**src/shared/rtc_ctl_defines.svh**
```systemverilog
`ifndef RTC_CTL_DEFINES_SVH
`define RTC_CTL_DEFINES_SVH

// ****************************************
// Register offsets
// ****************************************
`define ADDR_ALARM_AND_INTERRUPT_CONTROL 4'he
`define ADDR_FORMAT_FLAGS_AND_ADJUST 4'hf

// ****************************************
// Field positions in the flag and control register
// ****************************************
`define FLD_HOUR_24 5
`define FLD_ADJUST_HALT 4
`define FLD_CLOCK_DISABLE 3
`define FLD_PERIODIC_FLAG 2
`define FLD_FIRST_ALARM_FLAG 1
`define FLD_SECOND_ALARM_FLAG 0

// ****************************************
// Reset values
// ****************************************
`define CTRL_RESET 8'h00
`define HALT_FLAG_RESET 1'b1

// ****************************************
// Timing, in crystal ticks, hertz and nanoseconds
// ****************************************
`define XTAL_HZ_DEFAULT 32768
`define XTAL_HZ_ALT 32000
`define LOW_TICKS_DEFAULT 16384
`define LOW_TICKS_ALT 15872
`define PULSE_LAG_NS 92000
`define PULSE_LAG_TICKS ((64'd`PULSE_LAG_NS * 64'd`XTAL_HZ_DEFAULT + 64'd500000000) / 64'd1000000000)

`endif

```
**src/shared/rtc_ctl_pkg.sv**
```systemverilog
package rtc_ctl_pkg;

    // ****************************************
    // Periodic cycle select, in register order
    // ****************************************
    typedef enum logic [2:0] {
        CYC_OFF,
        CYC_FIXED_LOW,
        CYC_PULSE_2HZ,
        CYC_PULSE_1HZ,
        CYC_LEVEL_SECOND,
        CYC_LEVEL_MINUTE,
        CYC_LEVEL_HOUR,
        CYC_LEVEL_MONTH
    } cycle_e;

    // ****************************************
    // Alarm and interrupt control register
    // ****************************************
    typedef struct packed {
        logic first_alarm_enable;
        logic second_alarm_enable;
        logic route_select_high;
        logic route_select_low;
        logic test;
        cycle_e cycle_select;
    } ctrl_s;

    // ****************************************
    // Events from the time counters
    // ****************************************
    typedef struct packed {
        logic minute_carry;
        logic hour_carry;
        logic month_carry;
        logic first_alarm_match;
        logic second_alarm_match;
    } time_events_s;

endpackage

```
**src/pin_sync.sv**
```systemverilog
`timescale 1ns/1ps

module pin_sync
(
    // Clock and reset
    input wire logic clk,
    input wire logic rst_n,
    // Asynchronous pin
    input wire logic pin,
    // Filtered level and its rising edge
    output logic level,
    output logic rise
);

    logic s1_reg;
    logic s2_reg;
    logic s3_reg;
    logic level_reg;
    logic rise_reg;
    wire agree = (s2_reg == s3_reg);

    // Only the second stage reads the first
    always_ff @(posedge clk or negedge rst_n)
    begin
        if (!rst_n)
        begin
            s1_reg <= 1'b0;
            s2_reg <= 1'b0;
            s3_reg <= 1'b0;
            level_reg <= 1'b0;
            rise_reg <= 1'b0;
        end
        else
        begin
            s1_reg <= pin;
            s2_reg <= s1_reg;
            s3_reg <= s2_reg;
            level_reg <= agree ? s3_reg : level_reg;
            rise_reg <= agree && s3_reg && !level_reg;
        end
    end

    assign level = level_reg;
    assign rise = rise_reg;

endmodule

```
**src/rtc_ctl.sv**
```systemverilog
`timescale 1ns/1ps
`include "rtc_ctl_defines.svh"

// Functional notes
// - Control register at Eh, documented layout
// - Alarm enables gate match action, default off
// - Route 00 and 01 pin assignments
// - Route 10 and 11 pin assignments
// - Select 000 off, 001 fixed low
// - Selects 010/011 give 2Hz/1Hz squares
// - Level selects fire second/minute/hour/month
// - Level falling edge meets seconds increment
// - Alternate crystal uses 0.496s low halves
// - Trimming corrects timing every twenty seconds
// - Pulse edge lags seconds increment slightly
// - Flag register at Fh, documented layout
// - Halt gives halt one, flags zero
// - Hour format: zero 12-hour, one 24-hour
// - Adjust clears sub-seconds, rounds seconds
// - Halt clears control, stops A, clock B
// - Periodic flag mirrors output, level clearable
// - Alarm flags set on match, write-zero clears
module rtc_ctl
#(
    parameter int XTAL_HZ_A = `XTAL_HZ_DEFAULT,
    parameter int XTAL_HZ_B = `XTAL_HZ_ALT,
    parameter int LOW_TICKS_A = `LOW_TICKS_DEFAULT,
    parameter int LOW_TICKS_B = `LOW_TICKS_ALT
)
(
    // Clock and reset
    input wire logic CLK,
    input wire logic RST_N,
    // Crystal and halt detector, asynchronous
    input wire logic XTAL_CLK,
    input wire logic OSC_HALT,
    input wire logic CRYSTAL_SELECT,
    // Register access from the serial interface
    input wire logic REG_WR,
    input wire logic [3:0] REG_ADDR,
    input wire logic [7:0] REG_WDATA,
    output logic [7:0] REG_RDATA,
    // Counter and trimming side
    input wire rtc_ctl_pkg::time_events_s TIME_EVENTS,
    input wire logic TRIM_STEP,
    input wire logic signed [7:0] TRIM_TICKS,
    output logic SEC_INC,
    output logic SEC_ADJUST,
    output logic HOUR_24_MODE,
    // Open-drain pins
    output logic IRQ_PIN_FIRST_OUT,
    output logic IRQ_PIN_FIRST_OE_N,
    output logic IRQ_PIN_SECOND_OUT,
    output logic IRQ_PIN_SECOND_OE_N
);
    import rtc_ctl_pkg::*;

    // ****************************************
    // Synchronised pins
    // ****************************************
    logic xtal_level;
    logic xtal_rise;
    logic halt_level;

    pin_sync xtal_sync (.clk(CLK), .rst_n(RST_N), .pin(XTAL_CLK), .level(xtal_level), .rise(xtal_rise));
    pin_sync halt_sync (.clk(CLK), .rst_n(RST_N), .pin(OSC_HALT), .level(halt_level), .rise());

    // ****************************************
    // State
    // ****************************************
    ctrl_s ctrl_reg;
    logic hour_24_reg;
    logic clock_disable_reg;
    logic halt_flag_reg;
    logic level_latch_reg;
    logic periodic_flag_reg;
    logic first_alarm_flag_reg;
    logic second_alarm_flag_reg;
    logic [15:0] cnt_reg;
    logic [15:0] limit_reg;
    logic trim_pending_reg;
    logic signed [7:0] trim_reg;
    logic sec_inc_reg;
    logic adjust_reg;
    logic [7:0] rdata_reg;
    logic pin_a_oe_n_reg;
    logic pin_b_oe_n_reg;

    // ****************************************
    // Decode
    // ****************************************
    wire wr_ctrl = REG_WR && (REG_ADDR == `ADDR_ALARM_AND_INTERRUPT_CONTROL);
    wire wr_flags = REG_WR && (REG_ADDR == `ADDR_FORMAT_FLAGS_AND_ADJUST);
    wire adjust_req = wr_flags && REG_WDATA[`FLD_ADJUST_HALT] && !halt_flag_reg;
    cycle_e sel;
    assign sel = ctrl_reg.cycle_select;
    wire level_mode = (sel == CYC_LEVEL_SECOND) || (sel == CYC_LEVEL_MINUTE)
        || (sel == CYC_LEVEL_HOUR) || (sel == CYC_LEVEL_MONTH);

    // Halt flag: detector set wins over a clearing write
    wire halt_flag_next = halt_level ? 1'b1 : (wr_flags ? 1'b0 : halt_flag_reg);
    // Halt forces every control bit, route and test to zero
    wire ctrl_s ctrl_next = halt_flag_reg ? ctrl_s'(`CTRL_RESET)
        : (wr_ctrl ? ctrl_s'(REG_WDATA) : ctrl_reg);
    wire clock_disable_next = halt_flag_reg ? 1'b0
        : (wr_flags ? REG_WDATA[`FLD_CLOCK_DISABLE] : clock_disable_reg);
    wire hour_24_next = wr_flags ? REG_WDATA[`FLD_HOUR_24] : hour_24_reg;

    // ****************************************
    // Sub-second prescaler on crystal ticks
    // ****************************************
    wire [15:0] period = CRYSTAL_SELECT ? 16'(XTAL_HZ_B) : 16'(XTAL_HZ_A);
    wire [15:0] low_ticks = CRYSTAL_SELECT ? 16'(LOW_TICKS_B) : 16'(LOW_TICKS_A);
    wire [15:0] quarter = {1'b0, low_ticks[15:1]};
    wire [15:0] base_limit = period - 16'h0001;
    // Trim shifts one second's length; positive shortens it
    wire [15:0] trim_limit = base_limit - 16'({{8{trim_reg[7]}}, trim_reg});
    wire wrap = xtal_rise && (cnt_reg >= limit_reg);
    wire [15:0] cnt_next = adjust_req ? 16'h0000
        : (wrap ? 16'h0000 : (xtal_rise ? cnt_reg + 16'h0001 : cnt_reg));
    wire [15:0] limit_next = adjust_req ? base_limit
        : (wrap ? (trim_pending_reg ? trim_limit : base_limit) : limit_reg);
    wire trim_pending_next = TRIM_STEP ? 1'b1 : (wrap ? 1'b0 : trim_pending_reg);
    wire signed [7:0] trim_next = TRIM_STEP ? TRIM_TICKS : trim_reg;

    // Pulse phase trails the seconds boundary by a few ticks
    wire [15:0] lag = 16'(`PULSE_LAG_TICKS);
    wire [15:0] offs = (cnt_reg >= lag) ? (cnt_reg - lag) : (cnt_reg + limit_reg + 16'h0001 - lag);
    wire low_1hz = offs < low_ticks;
    wire low_2hz = (offs < quarter) || ((offs >= low_ticks) && (offs < low_ticks + quarter));

    // ****************************************
    // Periodic output
    // ****************************************
    wire level_event = (sel == CYC_LEVEL_SECOND) ? sec_inc_reg
        : (sel == CYC_LEVEL_MINUTE) ? TIME_EVENTS.minute_carry
        : (sel == CYC_LEVEL_HOUR) ? TIME_EVENTS.hour_carry
        : (sel == CYC_LEVEL_MONTH) ? TIME_EVENTS.month_carry : 1'b0;
    wire level_clear = wr_flags && !REG_WDATA[`FLD_PERIODIC_FLAG];
    // Event set wins over a clearing write in the same cycle
    wire level_latch_next = !level_mode ? 1'b0
        : (level_event ? 1'b1 : (level_clear ? 1'b0 : level_latch_reg));
    wire periodic_next = (sel == CYC_FIXED_LOW) || ((sel == CYC_PULSE_2HZ) && low_2hz)
        || ((sel == CYC_PULSE_1HZ) && low_1hz) || level_latch_next;

    // ****************************************
    // Alarm flags
    // ****************************************
    wire a_clear = wr_flags && !REG_WDATA[`FLD_FIRST_ALARM_FLAG];
    wire b_clear = wr_flags && !REG_WDATA[`FLD_SECOND_ALARM_FLAG];
    wire first_alarm_next = !ctrl_reg.first_alarm_enable ? 1'b0
        : (TIME_EVENTS.first_alarm_match ? 1'b1 : (a_clear ? 1'b0 : first_alarm_flag_reg));
    wire second_alarm_next = !ctrl_reg.second_alarm_enable ? 1'b0
        : (TIME_EVENTS.second_alarm_match ? 1'b1 : (b_clear ? 1'b0 : second_alarm_flag_reg));

    // ****************************************
    // Pin routing
    // ****************************************
    wire [1:0] route = {ctrl_reg.route_select_high, ctrl_reg.route_select_low};
    // Zero route is also the single-pin variant's only legal setting
    wire b_on_a = (route == 2'b00) || (route == 2'b10);
    wire per_on_a = (route == 2'b00) || (route == 2'b01);
    wire src_a = !halt_flag_reg && (first_alarm_flag_reg || (b_on_a && second_alarm_flag_reg)
        || (per_on_a && periodic_flag_reg));
    wire src_b = (!b_on_a && second_alarm_flag_reg) || (!per_on_a && periodic_flag_reg)
        || (!clock_disable_reg && !xtal_level);

    wire [7:0] rdata_next = (REG_ADDR == `ADDR_ALARM_AND_INTERRUPT_CONTROL) ? 8'(ctrl_reg)
        : (REG_ADDR == `ADDR_FORMAT_FLAGS_AND_ADJUST)
        ? {2'b00, hour_24_reg, halt_flag_reg, clock_disable_reg, periodic_flag_reg,
           first_alarm_flag_reg, second_alarm_flag_reg} : 8'h00;

    // ****************************************
    // Registers
    // ****************************************
    always_ff @(posedge CLK or negedge RST_N)
    begin
        if (!RST_N)
        begin
            ctrl_reg <= ctrl_s'(`CTRL_RESET);
            hour_24_reg <= 1'b0;
            clock_disable_reg <= 1'b0;
            halt_flag_reg <= `HALT_FLAG_RESET;
            level_latch_reg <= 1'b0;
            periodic_flag_reg <= 1'b0;
            first_alarm_flag_reg <= 1'b0;
            second_alarm_flag_reg <= 1'b0;
        end
        else
        begin
            ctrl_reg <= ctrl_next;
            hour_24_reg <= hour_24_next;
            clock_disable_reg <= clock_disable_next;
            halt_flag_reg <= halt_flag_next;
            level_latch_reg <= level_latch_next;
            periodic_flag_reg <= periodic_next;
            first_alarm_flag_reg <= first_alarm_next;
            second_alarm_flag_reg <= second_alarm_next;
        end
    end

    always_ff @(posedge CLK or negedge RST_N)
    begin
        if (!RST_N)
        begin
            cnt_reg <= 16'h0000;
            limit_reg <= 16'(XTAL_HZ_A - 1);
            trim_pending_reg <= 1'b0;
            trim_reg <= 8'sh00;
            sec_inc_reg <= 1'b0;
            adjust_reg <= 1'b0;
        end
        else
        begin
            cnt_reg <= cnt_next;
            limit_reg <= limit_next;
            trim_pending_reg <= trim_pending_next;
            trim_reg <= trim_next;
            sec_inc_reg <= wrap && !adjust_req;
            adjust_reg <= adjust_req;
        end
    end

    always_ff @(posedge CLK or negedge RST_N)
    begin
        if (!RST_N)
        begin
            rdata_reg <= 8'h00;
            pin_a_oe_n_reg <= 1'b1;
            pin_b_oe_n_reg <= 1'b1;
        end
        else
        begin
            rdata_reg <= rdata_next;
            pin_a_oe_n_reg <= !src_a;
            pin_b_oe_n_reg <= !src_b;
        end
    end

    // Open-drain pins only ever drive low
    assign IRQ_PIN_FIRST_OUT = 1'b0;
    assign IRQ_PIN_SECOND_OUT = 1'b0;
    assign IRQ_PIN_FIRST_OE_N = pin_a_oe_n_reg;
    assign IRQ_PIN_SECOND_OE_N = pin_b_oe_n_reg;
    assign REG_RDATA = rdata_reg;
    assign SEC_INC = sec_inc_reg;
    assign SEC_ADJUST = adjust_reg;
    assign HOUR_24_MODE = hour_24_reg;

endmodule

```
**config.mk**
```make
export PLATFORM = sky130hd
export DESIGN_NAME = rtc_ctl
export DESIGN_NICKNAME = d
export VERILOG_FILES = /design/src/shared/rtc_ctl_pkg.sv /design/src/pin_sync.sv /design/src/rtc_ctl.sv
export VERILOG_INCLUDE_DIRS = /design/src /design/src/shared
export SDC_FILE = /design/constraint.sdc
export NUM_CORES = 1
export LEC_CHECK = 0
export BUFFER_PORTS_ARGS = -buffer_cell sky130_fd_sc_hd__buf_4
export CORE_MARGIN = 1.5
export CORE_UTILIZATION = 56
export DETAILED_ROUTE_END_ITERATION = 10
export PLACE_DENSITY = 0.77
export SLEW_MARGIN = 20
export SYNTH_ARGS = -nofsm -noshare
export SYNTH_HDL_FRONTEND = slang
export SYNTH_SLANG_ARGS = --single-unit
```
**constraint.sdc**
```tcl
create_clock -name CLK -period 14 [get_ports CLK]
set_clock_uncertainty 0.15 [all_clocks]
set_input_delay 1.4 -clock CLK [delete_from_list [all_inputs] [get_ports CLK]]
set_output_delay 1.4 -clock CLK [all_outputs]
set_load 0.01 [all_outputs]
```
==> flow_metrics.env <==
export IMPL_tritoncts_num_buffers=9
export IMPL_layout_nets=701
export IMPL_critical_path_reg2reg_endpoint="periodic_flag_reg"
export IMPL_detailedPlacementHpwl_um=9358
export IMPL_worstReg2RegStart="cnt_reg[1]"
export IMPL_cts_sinks=77
export IMPL_initial_antenna_violation_count=0
export IMPL_area_growth_syn_to_layout_pct=11.18
export IMPL_setup_ws_ps=8587
export IMPL_proportion_of_synthesized_area_in_mux_cells_pct=5.792
export IMPL_drtIter0Drc=276
export IMPL_gate_count_of_the_mapped_netlist=566
export IMPL_track_usage_pct=26.28
export IMPL_placement_setup_worst_slack_ps=8721
export IMPL_cts_hold_buf=0
export IMPL_power_density_cell_area_mw_per_mm2=101.2
export IMPL_timing_reg2reg_worst_path_depth=23
export IMPL_grt_pass1_wl_um=20560
export IMPL_hold_end="halt_sync.s2_reg"
export IMPL_synth_avg_cell_area_sq_um=9.313
export IMPL_tritoncts="yes"
export IMPL_chipHeight_um=100.0
export IMPL_maxCapViolations=0
export IMPL_clock_insertion_delay_at_the_later_pin_of_the_skew_report_ps=370
export IMPL_io_buffer_count=44
export IMPL_wirelength_um=12310
export IMPL_path_delay_family="compound AO/OA/AOI/OAI gates"
export IMPL_clk_pin_slew_worst_paths_ps=100
export IMPL_final_core_util_pct=63.73
export IMPL_cp_cell_sequence="inv_1 > ha_1 > inv_1 > ha_1 > inv_1 > fa_1 > nand2b_1 > a221oi_1 > o31ai_1 > a21boi_0 > o21ai_0 > a21oi_1 > o21ai_0 > a31o_2 > ha_1 > nand3_1 > nor2_1 > nor4b_1 > o2111ai_1 > o41ai_1 > a211o_2 > o21ai_1 > o211ai_1"
export IMPL_post_synth_edffs=0
export IMPL_cts_post_setup_buffers_inserted=0
export IMPL_grt_max_degree=78
export IMPL_final_max_slew_violation_count=0
export IMPL_fmaxAchievable_ghz=0.1847
export IMPL_sequential_fraction_of_the_synthesis_area_pct=36.98
export IMPL_critical_path_max_stage_delay_ps=480
export IMPL_sw_frac_of_total_pct=36.34
export IMPL_critPathSlowestCell="sky130_fd_sc_hd__dfrtp_1"
export IMPL_rows=35
export IMPL_globalplace_congestion=0.9122
export IMPL_synth_xor_area_share_pct=5.151
export IMPL_report_final_hold_viol_count=0
export IMPL_layout_worst_path_cycle_share_pct=38.67
export IMPL_cp_arrival_ps=5540
export IMPL_worst_setup_path_start_kind="flip-flop"
export IMPL_power_total_mw=0.5929
export IMPL_power_frac_seq_pct=42.6
export IMPL_worst_r2r_setup_slack_ps=8590
export IMPL_cts_htree_levels=3
export IMPL_slew_limit_headroom_pct=36.67
export IMPL_num_fill_cells=746
export IMPL_worst_pin_slew_ps=949.9
export IMPL_final_setup_violating_endpoints=0
export IMPL_drc_errors=0
export IMPL_ys_dominant_reg_cell="sky130_fd_sc_hd__dfrtp_1"
export IMPL_post_synth_num_cell_types=71
export IMPL_area_fraction_in_compound_gates_after_synthesis_pct=14.81
export IMPL_combinationalPowerShare_pct=29.4
export IMPL_async_flop_share_pct=100.0
export IMPL_timing_hold_worst_class="reg -> reg"
export IMPL_core_area_sq_mm=0.009196
export IMPL_post_route_cells_drive_above_1_share_pct=17.07
export IMPL_crit_fanout=6
export IMPL_placed_cell_area_sq_mm=0.005673
export IMPL_viasPerCell=5.723
export IMPL_switching_power_mw=0.2154
export IMPL_max_clock_buf_depth=2
export IMPL_start_util_pct=57.32
export IMPL_final_common_cell="sky130_fd_sc_hd__inv_1"
export IMPL_first_global_vias=4144
export IMPL_total_number_of_yosys_warnings=0
export IMPL_clockRootBuffer="sky130_fd_sc_hd__clkbuf_8"
export IMPL_hold_depth=0
export IMPL_kind_of_end_point_of_the_critical_path="flip-flop"
export IMPL_critical_path_depth=23
export IMPL_clock_power_share_pct=28.0
export IMPL_dr_total_vias=4155
export IMPL_timing_hold_ws_ps=216.8
export IMPL_layout_min_cycle_time_ps=5413
export IMPL_num_antenna_cells=0
export IMPL_finalSetupTns_ps=0
export IMPL_timing_setup_critical_path_class="reg -> reg"
export IMPL_static_leakage_power_nw=2.927
export IMPL_remaining_global_route_overflow=0
export IMPL_post_route_cell_area_sq_mm=0.005861
export IMPL_layoutNonFillerInstCount=726
export IMPL_place_inst=710
export IMPL_rsz_0062_raised_after_global_routing="false"
export IMPL_ant_nets=0
export IMPL_dominant_combinational_cell_family_by_area_after_synthesis="simple AND/OR/NAND/NOR gates"
export IMPL_die_area_sq_mm=0.01000
export IMPL_synth_seq_cells=77
export IMPL_hp_start="halt_sync.s1_reg"
export IMPL_drt_wirelength_per_cell_um=16.96
export IMPL_resized_gates_after_cts=0
export IMPL_p_int_mw=0.3774
export IMPL_most_frequent_cells_in_the_layout="sky130_fd_sc_hd__inv_1, sky130_fd_sc_hd__nor2_1, sky130_fd_sc_hd__dfrtp_1, sky130_fd_sc_hd__ha_1, sky130_fd_sc_hd__buf_4"
export IMPL_io_pins=47
export IMPL_detail_route_first_pass_iterations=5
export IMPL_critPathRequiredTime_ps=14130
export IMPL_die_width_um=100.0
export IMPL_yosys_area_share_adder_pct=14.34
export IMPL_peak_ir_drop_on_the_vdd_network_mv=0.06839
export IMPL_outcome="complete, no violations"
export IMPL_mappedNetlistArea_sq_mm=0.005271
export IMPL_synth_simple_gate_area_share_pct=16.31
export IMPL_worstPathBufferInverterCount=3
[routing by layer]
layer	GRT usage, %	share of wire, %
met5	0	0
met2	40.50	46
met4	9.101	2.0
met3	4.526	4.3
met1	37.57	48
[synth_stat cells (13+ instances only)]
cell type	number	share of area, %
sky130_fd_sc_hd__nand3_1	16	1.5
sky130_fd_sc_hd__mux2i_1	17	3.2
sky130_fd_sc_hd__nand2_1	34	2.4
sky130_fd_sc_hd__nor2_1	66	4.7
sky130_fd_sc_hd__ha_1	58	14
sky130_fd_sc_hd__a21oi_1	23	2.2
sky130_fd_sc_hd__o21ai_0	24	2.3
sky130_fd_sc_hd__dfstp_2	18	9.0
sky130_fd_sc_hd__dfrtp_1	59	28
sky130_fd_sc_hd__xnor2_1	25	4.2
sky130_fd_sc_hd__nor3_1	13	1.2
sky130_fd_sc_hd__inv_1	72	5.1
[kinds of logic (layout without fill, tap and decap cells)]
logic type / count (synthesis) / count (layout)
and+or+nand+nor: 173 / 173
xor gates and xnor gates: 31 / 31
DFF: 77 / 77
muxes: 28 / 28
other: 1 / 2
adders and majority gates: 60 / 60
AOI/OAI and AO/OA: 111 / 111
buffers and inverters: 85 / 133
[cell type report]
cell class	count	area, sq um	area share, %
Clock buffer	9	123.9	2.114
Timing Repair Buffer	44	330.3	5.636
Multi-Input combinational cell	405	2980	50.85
Inverter	73	274.0	4.675
Clock inverter	7	63.81	1.089
Tap cell	111	138.9	2.370
Sequential cell	77	1949	33.26
[worst max path at each step]
stage                            start                end
after detailed placement    cnt_reg[1]  periodic_flag_reg
after CTS                   cnt_reg[1]  periodic_flag_reg
after global placement    limit_reg[1]  periodic_flag_reg
final                       cnt_reg[1]  periodic_flag_reg
after floorplan           limit_reg[1]  periodic_flag_reg
after global routing        cnt_reg[1]  periodic_flag_reg
[power by group through the flow]
stage | Sequential [mW] | Clock, mW | Combinational [mW]
after CTS | 0.252 | 0.167 | 0.171
after floorplan | 0.250 | 0 | 0.128
after global placement | 0.254 | 0 | 0.168
final | 0.253 | 0.166 | 0.175
after global routing | 0.254 | 0.178 | 0.193
after detailed placement | 0.256 | 0 | 0.169
Power figures use the tool's default switching activity.
